`src/design/asws_map.vh`:
```
// Register map, field positions, reset values and rate constants of the sequencer.
`ifndef ASWS_MAP_VH
`define ASWS_MAP_VH

// Register indices; the byte address is four times the index.
`define ASWS_IDX_PIN_SEL      5'h08
`define ASWS_IDX_CTRL         5'h09
`define ASWS_IDX_RESULT       5'h0B
`define ASWS_IDX_RESULT_HI    5'h0C
`define ASWS_IDX_RESULT_LO    5'h0D
`define ASWS_IDX_STATUS       5'h0E
`define ASWS_IDX_IRQ_CTRL     5'h10

// Field positions in the converter control register.
`define ASWS_CTRL_REF_BIT     7
`define ASWS_CTRL_RATE_HI     6
`define ASWS_CTRL_RATE_LO     5
`define ASWS_CTRL_RUN_BIT     4
`define ASWS_CTRL_POWER_BIT   3
`define ASWS_CTRL_CHAN_HI     1
`define ASWS_CTRL_CHAN_LO     0

// Field positions in the status and interrupt control registers.
`define ASWS_STAT_DONE_BIT    5
`define ASWS_STAT_WAKE_BIT    3
`define ASWS_IRQC_EN_BIT      3

// Reset values.
`define ASWS_PIN_SEL_RST      4'h0
`define ASWS_CTRL_RST         8'h00
`define ASWS_RESULT_RST       12'h000

// Conversion clock rate codes and the matching divider terminal counts.
`define ASWS_RATE_DIV16       2'h0
`define ASWS_RATE_DIV4        2'h1
`define ASWS_RATE_DIV64       2'h2
`define ASWS_RATE_RC          2'h3
`define ASWS_TC_DIV16         6'h0F
`define ASWS_TC_DIV4          6'h03
`define ASWS_TC_DIV64         6'h3F

// Converter width and the completion interrupt vector.
`define ASWS_RES_BITS         12
`define ASWS_IRQ_VECTOR       12'h00C

`endif

```
`src/design/asws_rate_div.v`:
```
// Conversion bit-time tick generator with selectable divider or RC source.
`timescale 1ns/10ps
module asws_rate_div (
  input  wire       clk_i,
  input  wire       rst_i,
  input  wire       run_i,
  input  wire [1:0] rate_i,
  input  wire       rc_edge_i,
  output wire       tick_o
);
`include "asws_map.vh"

  reg  [5:0] cnt_reg;
  reg  [5:0] terminal;
  reg        tick_reg;

  // Picks the terminal count for the selected divider.
  always @* begin
    case (rate_i)
      `ASWS_RATE_DIV16: terminal = `ASWS_TC_DIV16;
      `ASWS_RATE_DIV4:  terminal = `ASWS_TC_DIV4;
      `ASWS_RATE_DIV64: terminal = `ASWS_TC_DIV64;
      default:          terminal = `ASWS_TC_DIV16;
    endcase
  end

  ////////////////////////////////////////////////////////////////////////////
  // rate select divider.
  // Counter restarts whenever no conversion runs, so every bit time is whole.
  always @(posedge clk_i) begin
    if (rst_i || !run_i) begin
      cnt_reg  <= 6'h00;
      tick_reg <= 1'b0;
    end else if (rate_i == `ASWS_RATE_RC) begin
      // Hold off the first RC edge until the synchronised comparator has seen the new trial.
      if (cnt_reg != `ASWS_TC_DIV4) begin
        cnt_reg <= cnt_reg + 6'h01;
      end
      tick_reg <= rc_edge_i && (cnt_reg == `ASWS_TC_DIV4);
    end else if (cnt_reg >= terminal) begin
      cnt_reg  <= 6'h00;
      tick_reg <= 1'b1;
    end else begin
      cnt_reg  <= cnt_reg + 6'h01;
      tick_reg <= 1'b0;
    end
  end

  assign tick_o = tick_reg;

endmodule

```
`src/design/asws_sar.v`:
```
// Successive-approximation bit sequencer driving the trial code.
`timescale 1ns/10ps
module asws_sar (
  input  wire        clk_i,
  input  wire        rst_i,
  input  wire        start_i,
  input  wire        tick_i,
  input  wire        cmp_i,
  output wire        busy_o,
  output wire        done_o,
  output wire [11:0] code_o
);
`include "asws_map.vh"

  reg        busy_reg;
  reg        done_reg;
  reg [11:0] code_reg;
  reg [3:0]  bit_reg;

  // Trial and keep one bit per tick, most significant first.
  always @(posedge clk_i) begin
    if (rst_i) begin
      busy_reg <= 1'b0;
      done_reg <= 1'b0;
      code_reg <= `ASWS_RESULT_RST;
      bit_reg  <= 4'h0;
    end else begin
      done_reg <= 1'b0;
      if (!busy_reg) begin
        if (start_i) begin
          busy_reg <= 1'b1;
          bit_reg  <= 4'hB;
          code_reg <= 12'h800;
        end
      end else if (tick_i) begin
        // A low comparator means the trial overshot; drop the trial bit.
        if (!cmp_i) begin
          code_reg[bit_reg] <= 1'b0;
        end
        if (bit_reg == 4'h0) begin
          busy_reg <= 1'b0;
          done_reg <= 1'b1;
        end else begin
          bit_reg                  <= bit_reg - 4'h1;
          code_reg[bit_reg - 4'h1] <= 1'b1;
        end
      end
    end
  end

  assign busy_o = busy_reg;
  assign done_o = done_reg;
  assign code_o = code_reg;

endmodule

```
`src/design/asws_top.v`:
```
// Converter control, completion and sleep wake sequencer with Avalon-MM registers.
//
// Design decision made here: the Avalon-MM slave port.
`timescale 1ns/10ps
module asws_top (
  input  wire        clk_i,
  input  wire        rst_i,
  // Avalon-MM slave.
  input  wire [6:0]  address_i,
  input  wire        read_i,
  input  wire        write_i,
  input  wire [31:0] writedata_i,
  input  wire [3:0]  byteenable_i,
  output wire [31:0] readdata_o,
  output wire        waitrequest_o,
  // Core side.
  input  wire        core_sleep_i,
  input  wire        global_irq_en_i,
  output wire        wake_o,
  output wire        resume_next_o,
  output wire        irq_req_o,
  output wire [11:0] irq_vector_o,
  // Analog front end.
  input  wire        comparator_i,
  input  wire        rc_osc_i,
  output wire [11:0] dac_code_o,
  output wire [1:0]  channel_o,
  output wire        converter_power_on_o,
  output wire        reference_source_select_o,
  output wire [3:0]  pin_analog_enable_o
);
`include "asws_map.vh"

  ////////////////////////////////////////////////////////////////////////////
  // Declarations.
  reg  [3:0]  pin_sel_reg;
  reg         ref_sel_reg;
  reg  [1:0]  rate_reg;
  reg         run_reg;
  reg         power_reg;
  reg  [1:0]  chan_reg;
  reg         done_flag_reg;
  reg         wake_en_reg;
  reg         irq_en_reg;
  reg         shut_reg;
  reg  [11:0] result_reg;
  reg         ack_reg;
  reg  [31:0] rdata_reg;
  reg  [31:0] rdata_next;
  reg         wake_reg;
  reg         resume_reg;
  reg         cmp_meta_reg;
  reg         cmp_sync_reg;
  reg         rc_meta_reg;
  reg         rc_sync_reg;
  reg         rc_prev_reg;
  wire [4:0]  idx;
  wire        wr_ok;
  wire        wr_pin;
  wire        wr_ctrl;
  wire        wr_stat;
  wire        wr_irqc;
  wire        done_evt;
  wire        sar_busy;
  wire [11:0] sar_code;
  wire        tick;
  wire        rc_edge;
  wire        start_conv;
  wire        power_eff;
  wire        chan_change;
  wire        wake_cond;

  ////////////////////////////////////////////////////////////////////////////
  // Bus handshake: every access stalls one cycle, then completes.
  assign idx     = address_i[6:2];
  assign wr_ok   = write_i && ack_reg && byteenable_i[0];
  assign wr_pin  = wr_ok && (idx == `ASWS_IDX_PIN_SEL);
  assign wr_ctrl = wr_ok && (idx == `ASWS_IDX_CTRL);
  assign wr_stat = wr_ok && (idx == `ASWS_IDX_STATUS);
  assign wr_irqc = wr_ok && (idx == `ASWS_IDX_IRQ_CTRL);

  assign waitrequest_o = (read_i || write_i) && !ack_reg;

  // Acknowledge toggles so that back-to-back requests each stall once.
  always @(posedge clk_i) begin
    if (rst_i) begin
      ack_reg <= 1'b0;
    end else begin
      ack_reg <= (read_i || write_i) && !ack_reg;
    end
  end

  ////////////////////////////////////////////////////////////////////////////
  // Pin input synchronisers; only the second stage, and for the RC pin the third, feeds logic.
  always @(posedge clk_i) begin
    if (rst_i) begin
      cmp_meta_reg <= 1'b0;
      cmp_sync_reg <= 1'b0;
      rc_meta_reg  <= 1'b0;
      rc_sync_reg  <= 1'b0;
      rc_prev_reg  <= 1'b0;
    end else begin
      cmp_meta_reg <= comparator_i;
      cmp_sync_reg <= cmp_meta_reg;
      rc_meta_reg  <= rc_osc_i;
      rc_sync_reg  <= rc_meta_reg;
      rc_prev_reg  <= rc_sync_reg;
    end
  end

  // Rising edge of the synchronised RC oscillator is one bit time.
  assign rc_edge = rc_sync_reg && !rc_prev_reg;

  ////////////////////////////////////////////////////////////////////////////
  // Conversion engine and its bit-time source.
  // forced shut-off overrides power bit.
  assign power_eff  = power_reg && !shut_reg;
  // conversion ignores core sleep.
  // A conversion starts only once powered; the done cycle cannot restart it.
  assign start_conv = run_reg && power_eff && !sar_busy && !done_evt;

  asws_rate_div u_rate_div (
    .clk_i     (clk_i),
    .rst_i     (rst_i),
    .run_i     (sar_busy),
    .rate_i    (rate_reg),
    .rc_edge_i (rc_edge),
    .tick_o    (tick)
  );

  asws_sar u_sar (
    .clk_i   (clk_i),
    .rst_i   (rst_i),
    .start_i (start_conv),
    .tick_i  (tick),
    .cmp_i   (cmp_sync_reg),
    .busy_o  (sar_busy),
    .done_o  (done_evt),
    .code_o  (sar_code)
  );

  ////////////////////////////////////////////////////////////////////////////
  // Pin analog enables and the configuration fields of the control register.
  always @(posedge clk_i) begin
    if (rst_i) begin
      pin_sel_reg <= `ASWS_PIN_SEL_RST;
      ref_sel_reg <= 1'b0;
      rate_reg    <= `ASWS_RATE_DIV16;
      power_reg   <= 1'b0;
    end else begin
      if (wr_pin) begin
        pin_sel_reg <= writedata_i[3:0];
      end
      // Rate and reference change only between conversions.
      if (wr_ctrl) begin
        power_reg <= writedata_i[`ASWS_CTRL_POWER_BIT];
        if (!sar_busy) begin
          ref_sel_reg <= writedata_i[`ASWS_CTRL_REF_BIT];
          rate_reg    <= writedata_i[`ASWS_CTRL_RATE_HI:`ASWS_CTRL_RATE_LO];
        end
      end
    end
  end

  // A differing channel write while idle and done clears the result; the channel stays as it is.
  assign chan_change = wr_ctrl && !run_reg && done_flag_reg &&
                       (writedata_i[`ASWS_CTRL_CHAN_HI:`ASWS_CTRL_CHAN_LO] != chan_reg);

  ////////////////////////////////////////////////////////////////////////////
  // Channel select.
  always @(posedge clk_i) begin
    if (rst_i) begin
      chan_reg <= 2'h0;
    end else begin
      if (wr_ctrl && !done_flag_reg && !run_reg) begin
        chan_reg <= writedata_i[`ASWS_CTRL_CHAN_HI:`ASWS_CTRL_CHAN_LO];
      end
    end
  end

  ////////////////////////////////////////////////////////////////////////////
  // Run bit: a software set wins over a completion clear in the same cycle.
  always @(posedge clk_i) begin
    if (rst_i) begin
      run_reg <= 1'b0;
    end else begin
      if (wr_ctrl && writedata_i[`ASWS_CTRL_RUN_BIT]) begin
        run_reg <= 1'b1;
      end else if (done_evt) begin
        run_reg <= 1'b0;
      end
    end
  end

  ////////////////////////////////////////////////////////////////////////////
  // Status flag and enables; the hardware set beats a software clear.
  always @(posedge clk_i) begin
    if (rst_i) begin
      done_flag_reg <= 1'b0;
      wake_en_reg   <= 1'b0;
      irq_en_reg    <= 1'b0;
    end else begin
      if (done_evt) begin
        done_flag_reg <= 1'b1;
      end else if (wr_stat) begin
        done_flag_reg <= writedata_i[`ASWS_STAT_DONE_BIT];
      end
      if (wr_stat) begin
        wake_en_reg <= writedata_i[`ASWS_STAT_WAKE_BIT];
      end
      if (wr_irqc) begin
        irq_en_reg <= writedata_i[`ASWS_IRQC_EN_BIT];
      end
    end
  end

  ////////////////////////////////////////////////////////////////////////////
  // Forced shut-off after a silent completion in sleep.
  always @(posedge clk_i) begin
    if (rst_i) begin
      shut_reg <= 1'b0;
    end else begin
      if (done_evt && core_sleep_i && !irq_en_reg) begin
        shut_reg <= 1'b1;
      end else if (wr_ctrl && writedata_i[`ASWS_CTRL_RUN_BIT]) begin
        shut_reg <= 1'b0;
      end
    end
  end

  ////////////////////////////////////////////////////////////////////////////
  // Result registers; a completion load beats a channel-change clear.
  always @(posedge clk_i) begin
    if (rst_i) begin
      result_reg <= `ASWS_RESULT_RST;
    end else begin
      if (done_evt) begin
        result_reg <= sar_code;
      end else if (chan_change) begin
        result_reg <= `ASWS_RESULT_RST;
      end
    end
  end

  ////////////////////////////////////////////////////////////////////////////
  // Wake and resume requests, one-cycle pulses on the completion edge.
  assign wake_cond = done_evt && core_sleep_i && (wake_en_reg || irq_en_reg);

  always @(posedge clk_i) begin
    if (rst_i) begin
      wake_reg   <= 1'b0;
      resume_reg <= 1'b0;
    end else begin
      wake_reg   <= wake_cond;
      resume_reg <= wake_cond && irq_en_reg && !global_irq_en_i;
    end
  end

  assign wake_o        = wake_reg;
  assign resume_next_o = resume_reg;

  // awake completion vectors.
  // The request stands while the done flag is set and both enables allow it.
  assign irq_req_o    = done_flag_reg && irq_en_reg && global_irq_en_i;
  assign irq_vector_o = `ASWS_IRQ_VECTOR;

  ////////////////////////////////////////////////////////////////////////////
  // Read data multiplexer; unmapped words read as zero.
  always @* begin
    rdata_next = 32'h0000_0000;
    case (idx)
      `ASWS_IDX_PIN_SEL:   rdata_next[3:0]  = pin_sel_reg;
      `ASWS_IDX_CTRL:      rdata_next[7:0]  = {ref_sel_reg, rate_reg, run_reg,
                                               power_reg, 1'b0, chan_reg};
      `ASWS_IDX_RESULT:    rdata_next[7:0]  = result_reg[11:4];
      `ASWS_IDX_RESULT_HI: rdata_next[3:0]  = result_reg[11:8];
      `ASWS_IDX_RESULT_LO: rdata_next[7:0]  = result_reg[7:0];
      `ASWS_IDX_STATUS: begin
        rdata_next[`ASWS_STAT_DONE_BIT] = done_flag_reg;
        rdata_next[`ASWS_STAT_WAKE_BIT] = wake_en_reg;
      end
      `ASWS_IDX_IRQ_CTRL:  rdata_next[`ASWS_IRQC_EN_BIT] = irq_en_reg;
      default:             rdata_next = 32'h0000_0000;
    endcase
  end

  // Read data is captured in the stall cycle and stands at the answer edge.
  always @(posedge clk_i) begin
    if (rst_i) begin
      rdata_reg <= 32'h0000_0000;
    end else if (read_i && !ack_reg) begin
      rdata_reg <= rdata_next;
    end
  end

  assign readdata_o = rdata_reg;

  ////////////////////////////////////////////////////////////////////////////
  // Analog front-end controls.
  assign dac_code_o                = sar_code;
  assign channel_o                 = chan_reg;
  assign converter_power_on_o      = power_eff;
  assign reference_source_select_o = ref_sel_reg;
  assign pin_analog_enable_o       = pin_sel_reg;

endmodule

```
`config.mk`:
```
export PLATFORM = sky130hd
export DESIGN_NAME = asws_top
export DESIGN_NICKNAME = d
export VERILOG_FILES = /design/src/design/asws_rate_div.v /design/src/design/asws_sar.v /design/src/design/asws_top.v
export VERILOG_INCLUDE_DIRS = /design/src /design/src/design
export SDC_FILE = /design/constraint.sdc
export NUM_CORES = 1
export LEC_CHECK = 0
export BUFFER_PORTS_ARGS = -buffer_cell sky130_fd_sc_hd__clkbuf_2
export CORE_MARGIN = 2
export CORE_UTILIZATION = 35
export CTS_CLUSTER_DIAMETER = 50
export DETAILED_ROUTE_END_ITERATION = 8
export GPL_TIMING_DRIVEN = 0
export HOLD_SLACK_MARGIN = 0.08
export PLACE_DENSITY_LB_ADDON = 0.08
export SLEW_MARGIN = 20
export SYNTH_ARGS = -nofsm -noshare
export SYNTH_HDL_FRONTEND = slang
export SYNTH_SLANG_ARGS = --single-unit
```
`constraint.sdc`:
```
create_clock -name clk_i -period 1.61 [get_ports clk_i]
set_input_delay 0.161 -clock clk_i [delete_from_list [all_inputs] [get_ports clk_i]]
set_output_delay 0.161 -clock clk_i [all_outputs]
set_load 0.05 [all_outputs]
```
==> run metrics, run 1 <==
VDD IR max 0.345 mV; hold crit path type primary input to register; DP Wirelength 6.46 mm; startpoint types register; Layout Skew 0.0113 ns; register area 1380 sq um; average size of a mapped cell ~9.2 sq um; run status finished clean; Root Driver clkbuf_8; Multi-input gate area between 1500 and 2000 sq um; Crit path buffers/inverters 0; Tot Pwr approximately 3.8 mW; cells along the critical path nand2b_4, ha_1, or3_4, o21ai_4, a311oi_4, o21a_1; GRT overflow 0; fin nets 540; Cell variety after synth 56; via count 2,951; Slew Limit Headroom 0.536; #FFs+latches synth 68; Fmax achieved 639 MHz; input/output buffers 53; Sink Count between 60 and 70; Max Root-Sink Buffers 2; synth cell count leaders 68 x dfxtp_1, 41 x nor2_1, 36 x buf_4; Top delay family on crit path simple AND/OR/NAND/NOR gates; cell with the most instances after synthesis dfxtp_1; # DRC 0; Comb pwr share 0.132; crit share post-route 0.973; initial antenna violation count 0; Flop pwr share 0.451; CTS Buf Count 9; CP max FO 6; CTS tree built; GRT Util Overall 0.162; core area between 9000 and 10,000 sq um; Main synth FF type dfxtp_1; diodes inserted 0; vias in the first global route 2,649; Final Wtd Congestion 0.855; number of synthesized flops with an enable pin 0; fin cells 620; DR WL/cell approximately 14 um; full die area 10,700 sq um; Placed Cells 598; Initial Utilization 0.358; Final Critical Period 1.57 ns; final WL 8.55 mm; Synth Cell Area roughly 3500 sq um; Net Switching 1.07 mW; critical path required time 1.85 ns; Hold Violations, Final 0; CTS H-tree depth 3; drt pass-1 iters 5; asr flop ratio synth 0; Vias/cell about 4.8; Crit-path slowest cell dfxtp_4; Post-Syn Instances 378; Routed Antenna Nets 0; fillers 961; P_leak 1.83 nW; latest clock arrival within the worst-skew pair 0.34 ns; Max Cap Violations 0; Yosys warning count 0; Sw Ratio 0.283; Crit. End Element register; Slew Limit Fails 0; initial DRC count 81; share of cells above drive strength 1 0.314; Int Pwr roughly 2.7 mW; first-pass GRT wire length 13.3 mm; register area share after synthesis 0.393; pwr dens about 850 nW/um^2; clock network fraction of total power 0.417; Setup Viol. Count Final 0; number of I/O pins approximately 120; Arr. time, crit path between 1.5 and 2 ns; Die W 103 um; post-synth top area share 0.393; pin count of the biggest net entering global routing 14; critical path class register to register; Slew @ Worst Pin ~0.7 ns; top cells by area, synth dfxtp_1 39%, buf_4 7.8%, mux2i_1 4.6%; Area Overhead vs Synth 28.4%; crit-path max cell delay 0.35 ns; Reg clk slew, reported paths 0.08 ns; Synth area leader dfxtp_1; Rows 36; die height 103 um
worst min-delay path, stage by stage:
cell and delay, ns:
clkbuf_2 0.11, nand3_1 0.07, a21oi_1 0.05
stage by stage:
stage / setup WS [ns] / TNS (ns) / hold WS, ns / util / area [sq um]
floorplan: 0.0120 / 0 / 0.238 / - / 3590
global route: -0.00313 / -0.00577 / 0.105 / 0.459 / 4450
CTS: -0.00157 / -0.00157 / 0.0864 / 0.451 / 4360
global placement: -0.243 / -3.44 / 0.352 / 0.416 / 4030
finish: 0.0441 / 0 / 0.0990 / 0.459 / 4450
detailed placement: -0.255 / -3.82 / 0.355 / 0.416 / 4030
final cells by class:
class,count,share of cell area
tap,133,0.0374
buffer,49,0.0751
sequential,68,0.309
timing repair buffer,61,0.0765
clock buffer,9,0.0278
multi-input combinational,286,0.446
clock inverter,7,0.0225
inverter,7,0.00591
per-layer routing:
metal,track usage,vias up,wire length (um)
met5,0,-,0
met4,0.0587,0,102
met2,0.259,89,3930
li1,-,1514,-
met1,0.213,1340,4080
met3,0.0376,8,437
power groups by stage:
| stage | clock network (mW) | logic [mW] | registers [mW] |
|---|---|---|---|
| after floorplan | 0 | 0.354 | 1.80 |
| after global placement | 0 | 0.484 | 1.75 |
| after detailed placement | 0 | 0.485 | 1.76 |
| after CTS | 1.62 | 0.497 | 1.71 |
| after global routing | 1.68 | 0.533 | 1.71 |
| final | 1.58 | 0.500 | 1.71 |
cells in the final DEF (no fill, tap or decap), types with 4 or more instances in the layout:
| cell type | count |
|---|---|
| dfxtp_1 | 63 |
| clkbuf_2 | 56 |
| nor2_1 | 39 |
| buf_4 | 38 |
| conb_1 | 36 |
| a21oi_1 | 19 |
| mux2i_1 | 16 |
| nand2b_1 | 14 |
| a22o_1 | 13 |
| nor2b_1 | 13 |
| nand2_1 | 11 |
| o2bb2ai_1 | 10 |
| nor3_1 | 9 |
| clkbuf_8 | 9 |
| nand3_1 | 8 |
| inv_1 | 7 |
| a211oi_1 | 7 |
| nor2_2 | 6 |
| dlygate4sd3_1 | 6 |
| xnor2_1 | 5 |
| clkbuf_1 | 5 |
| o21ai_1 | 5 |
| nor3_2 | 5 |
| ha_1 | 5 |
| xor2_1 | 4 |
| a22oi_1 | 4 |
final timing paths:
kind	cells after the start	from	slack, ns	to
worst max-delay path	6	rate_reg[0]$_SDFFE_PP0P_	0.04	u_rate_div.tick_o$_SDFF_PP0_
worst min-delay path	3	writedata_i[1]	0.1	channel_o[1]$_SDFFE_PP0P_
worst max register to register	6	rate_reg[0]$_SDFFE_PP0P_	0.04	u_rate_div.tick_o$_SDFF_PP0_
worst min register to register	1	rc_meta_reg$_SDFF_PP0_	0.45	rc_sync_reg$_SDFF_PP0_
timing repair:
item	CTS	global route
endpoints found under the setup margin	35	32
hold buffers	6	0
pin swaps	4	2
gates resized for setup	13	23
buffers inserted	2	0
cloned	0	0
hold endpoints to repair	6	0
logic make-up after synthesis:
logic type / after synthesis / share of synthesized area
simple gates: 136 / 0.229
compound gates: 82 / 0.176
flops: 68 / 0.393
buf+inv: 58 / 0.105
mux: 16 / 0.0462
xor+xnor: 9 / 0.0228
fa+ha+maj: 7 / 0.0253
other cells: 2 / 0.00217
(Power assumes the default switching activity.)
==> run 2: changes to the inputs <==
==> constraint.sdc (replaced) <==
create_clock -name clk_i -period 1.6 [get_ports clk_i]
set_input_delay 0.16 -clock clk_i [delete_from_list [all_inputs] [get_ports clk_i]]
set_output_delay 0.16 -clock clk_i [all_outputs]
set_load 0.05 [all_outputs]
==> run metrics, run 2 (synthesized netlist as in run 1, its figures left out) <==
register area 1380 sq um; DR WL/cell 13.8 um; Initial Utilization 0.358; Int Pwr 2.74 mW; commonest cells after routing, fill and taps aside 63 x dfxtp_1, 56 x clkbuf_2, 39 x nor2_1; startpoint types register; GRT overflow 0; Arr. time, crit path 1.78 ns; fin util 0.461; Area Overhead vs Synth 29.0%; Reg clk slew, reported paths 0.08 ns; r2r setup slk 0.05 ns; input/output buffers 53; hold depth 3; Setup Viol. Count Final 0; Top delay family on crit path simple AND/OR/NAND/NOR gates; initial antenna violation count 0; # DRC 0; Layout Skew 0.0109 ns; final WL 8.56 mm; Sw Ratio 0.281; Hold Violations, Final 0; initial DRC count 69; vias in the first global route 2,661; cells along the critical path nand2b_4, ha_2, or3_4, o21ai_4, a311oi_4, o21a_1; Max Cap Violations 0; first-pass GRT wire length 13.3 mm; latest clock arrival within the worst-skew pair 0.34 ns; crit share post-route 0.969; crit-path max cell delay 0.38 ns; fin nets 540; Die W 103 um; pin count of the biggest net entering global routing 14; full die area 10,700 sq um; fin cells 620; CTS H-tree depth 3; Worst Hold Path EP channel_o[1]$_SDFFE_PP0P_; Root Driver clkbuf_8; CTS Buf Count 9; end of the worst register-to-register path u_rate_div.tick_o$_SDFF_PP0_; Placed Cells 598; Net Switching 1.07 mW; core area 9680 sq um; Slew @ Worst Pin 0.657 ns; drt pass-1 iters 4; Routed Antenna Nets 0; commonest non-fill, non-tap cell in the layout dfxtp_1; clock network fraction of total power 0.416; GRT Util Overall 0.162; Placement Cell Area 4030 sq um; Crit. End Element register; Vias/cell between 4 and 5; VDD IR max 0.346 mV; fillers around 960; Fmax achieved between 600 and 700 MHz; Rows 36; Slew Limit Headroom 0.562; diodes inserted 0; hold crit path type primary input to register; Comb pwr share 0.132; Sink Count 68; CTS tree built; Finished Cell Area around 4500 sq um; CP max FO 6; run status finished clean; number of I/O pins 119; Max Root-Sink Buffers 2; Final Wtd Congestion 0.855; Final Critical Period 1.55 ns; critical path required time 1.83 ns; RSZ-0062 raised after global routing yes; Crit path buffers/inverters 0; critical path class register to register; P_leak 1.83 nW; die height 103 um; Slew Limit Fails 0; reg2reg path depth 6; Multi-input gate area roughly 2000 sq um; Crit-path slowest cell or3_4; Hold Startpoint writedata_i[1]; sum of negative setup slack 0 ns; via count 2,970; worst flop-to-flop path startpoint rate_reg[0]$_SDFFE_PP0P_; DP Wirelength 6.46 mm; pwr dens 852 nW/um^2; share of cells above drive strength 1 0.314; Flop pwr share 0.452
run 2: worst max path at each step:
stage,startpoint,to,slack (ns),cells after the start
2_1_floorplan,rate_reg[0]$_SDFFE_PP0P_,u_rate_div.tick_o$_SDFF_PP0_,0.002,6
3_3_place_gp,u_sar.bit_reg[1]$_SDFFE_PP0P_,u_sar.code_o[9]$_SDFFE_PP0P_,-0.25,7
3_5_place_dp,u_sar.bit_reg[1]$_SDFFE_PP0P_,u_sar.code_o[9]$_SDFFE_PP0P_,-0.27,7
4_1_cts,u_sar.bit_reg[0]$_SDFFE_PP0P_,u_sar.code_o[2]$_SDFFE_PP0P_,0.02,6
5_1_grt,rate_reg[0]$_SDFFE_PP0P_,u_rate_div.cnt_reg[3]$_SDFFE_PP0P_,-0.01,6
6_report,rate_reg[0]$_SDFFE_PP0P_,u_rate_div.tick_o$_SDFF_PP0_,0.05,6
run 2: stage by stage:
step / power (mW) / worst slack, ns / hold slack (ns)
after floorplan: 2.17 / 0.00205 / 0.237
after global placement: 2.25 / -0.253 / 0.351
after detailed placement: 2.25 / -0.265 / 0.354
after CTS: 3.85 / 0.0157 / 0.0854
after global routing: 3.95 / -0.0141 / 0.104
final: 3.81 / 0.0498 / 0.0992
run 2: final cells by class:
cell class	count	area share
Buffer	49	0.0748
Clock buffer	9	0.0277
Clock inverter	7	0.0224
Inverter	7	0.00588
Multi-Input combinational cell	286	0.447
Sequential cell	68	0.308
Tap cell	133	0.0372
Timing Repair Buffer	61	0.0762
run 2: worst min-delay path: stages:
cell and delay [ns]:
clkbuf_2 0.11, nand3_1 0.07, a21oi_1 0.05
run 2: layer usage:
metal,GRT usage,vias up,share of wire
met3,0.0376,8,0.054
met1,0.213,1356,0.47
met4,0.0628,0,0.016
met5,0,-,0
li1,-,1508,-
met2,0.257,98,0.46
run 2: what timing repair did:
item / 4_1_cts / 5_1_grt
resized for setup: 16 / 22
buffers inserted: 2 / 0
hold endpoints to repair: 6 / 0
hold buffers: 6 / 0
setup endpoints to repair: 35 / 31
pin swaps: 5 / 4
run 2: power groups by stage:
stage,registers (mW),logic [mW],clock network (mW)
floorplan,1.81,0.356,0
global placement,1.77,0.487,0
detailed placement,1.77,0.488,0
CTS,1.72,0.500,1.63
global route,1.72,0.536,1.69
finish,1.72,0.503,1.58
==> run 3: changes to the inputs <==
--- a/config.mk
+++ b/config.mk
@@ -7,8 +7,10 @@
 export NUM_CORES = 1
 export LEC_CHECK = 0
 export BUFFER_PORTS_ARGS = -buffer_cell sky130_fd_sc_hd__clkbuf_2
+export CELL_PAD_IN_SITES_DETAIL_PLACEMENT = 1
+export CELL_PAD_IN_SITES_GLOBAL_PLACEMENT = 2
 export CORE_MARGIN = 2
-export CORE_UTILIZATION = 35
+export CORE_UTILIZATION = 29
 export CTS_CLUSTER_DIAMETER = 50
 export DETAILED_ROUTE_END_ITERATION = 8
 export GPL_TIMING_DRIVEN = 0
==> run metrics, run 3 (synthesized netlist as in run 1, its figures left out) <==
run status finished clean; core area 11,500 sq um; Initial Utilization 0.301; Layout Skew 0.00615 ns; share of cells above drive strength 1 0.311; fin util 0.397; GRT overflow 0; die height 113 um; full die area 12,800 sq um; RSZ-0062 raised after global routing yes; crit share post-route 0.969; final WL 9.80 mm; Placement Cell Area 4040 sq um; critical path required time 1.82 ns; Finished Cell Area 4570 sq um; Slew @ Worst Pin between 0.6 and 0.7 ns; Multi-input gate area 1990 sq um; Vias/cell roughly 4.8; register area 1380 sq um; Die W 113 um; fillers approximately 1,400; Crit-path slowest cell or3_1; P_leak 1.89 nW; pin count of the biggest net entering global routing 12; drt pass-1 iters 4; DR WL/cell ~16 um; via count 3,007; Hold Violations, Final 0; number of I/O pins about 120; commonest non-fill, non-tap cell in the layout dfxtp_1; Sink Count 68; Crit. End Element register; CP max FO 6; Max Cap Violations 0; Final Wtd Congestion 0.793; pwr dens 965 nW/um^2; hold slack 0.102 ns; Rows 39; Slew Limit Headroom 0.536; GRT Util Overall 0.158; worst slack, placed -0.314 ns; Final Critical Period 1.55 ns; crit-path max cell delay 0.36 ns; Slew Limit Fails 0; sum of negative setup slack 0 ns; Max Root-Sink Buffers 2; CTS tree built; Reg clk slew, reported paths roughly 0.05 ns; Tot Pwr 4.41 mW; hold crit path type primary input to register; VDD IR max roughly 0.54 mV; Placed Cells between 600 and 700; Area Overhead vs Synth 32.0%; CTS H-tree depth 3; latest clock arrival within the worst-skew pair 0.34 ns; Routed Antenna Nets 0; # DRC 0; first-pass GRT wire length 15.8 mm; Root Driver clkbuf_16; fin nets 540; initial antenna violation count 0; cells along the critical path nand2b_4, ha_2, or3_1, o21ai_2, a311oi_4, o21a_1; Setup Viol. Count Final 0; DP Wirelength 7.51 mm; initial DRC count around 130; fin cells 629; startpoint types register; vias in the first global route 2,989; commonest cells after routing, fill and taps aside 62 x dfxtp_1, 56 x clkbuf_2, 39 x nor2_1; CTS Buf Count 9; critical path class register to register; input/output buffers 53; Arr. time, crit path 1.78 ns; final setup margin slightly below 0.05 ns; Fmax achieved 645 MHz; diodes inserted 0
==> run 3: what timing repair did <==
| action | CTS | global route |
|---|---|---|
| hold buffers | 6 | 0 |
| pin swaps | 4 | 4 |
| buffers inserted | 2 | 0 |
| resized for setup | 19 | 17 |
| setup endpoints to repair | 38 | 33 |
| endpoints found under the hold margin | 6 | 0 |
==> run 3: layout make-up <==
type,instances,share of cell area
inverters,7,0.00575
plain buffers,49,0.0731
well taps,143,0.0391
multi-input cells,286,0.435
clock buffers,11,0.0553
repair buffers,61,0.0744
clock inverters,4,0.0159
flip-flops and latches,68,0.302
==> run 3: layer usage <==
| layer | up-vias | wire, um | global-route usage | part of all wire |
|---|---|---|---|---|
| met5 | - | 0 | 0 | 0 |
| met4 | 0 | 175 | 0.0626 | 0.018 |
| met3 | 13 | 386 | 0.0375 | 0.039 |
| met2 | 76 | 4600 | 0.256 | 0.47 |
| met1 | 1419 | 4640 | 0.204 | 0.47 |
| li1 | 1499 | - | - | - |
==> run 3: final timing paths <==
| check | from | endpoint | cells past startpoint | slack (ns) |
|---|---|---|---|---|
| setup / recovery | rate_reg[0]$_SDFFE_PP0P_ | u_rate_div.tick_o$_SDFF_PP0_ | 6 | 0.05 |
| hold / removal | writedata_i[4] | run_reg$_SDFFE_PP0P_ | 3 | 0.10 |
| setup reg to reg | rate_reg[0]$_SDFFE_PP0P_ | u_rate_div.tick_o$_SDFF_PP0_ | 6 | 0.05 |
| hold reg to reg | rc_meta_reg$_SDFF_PP0_ | rc_sync_reg$_SDFF_PP0_ | 1 | 0.45 |
==> run 3: power breakdown <==
part	internal [mW]	leakage [nW]	switching, mW	total (mW)
combinational	0.145	1.17	0.364	0.509
clock	1.44	0.158	0.744	2.18
sequential	1.71	0.554	0.0145	1.72
total	3.29	1.89	1.12	4.41
==> run 3: worst max-delay path, delay by kind of cell (launching register included) <==
kind,cells,cell delay (ns)
DFF,1,0.34
adders and majority gates,1,0.19
AOI/OAI and AO/OA,3,0.40
and+or+nand+nor,2,0.51
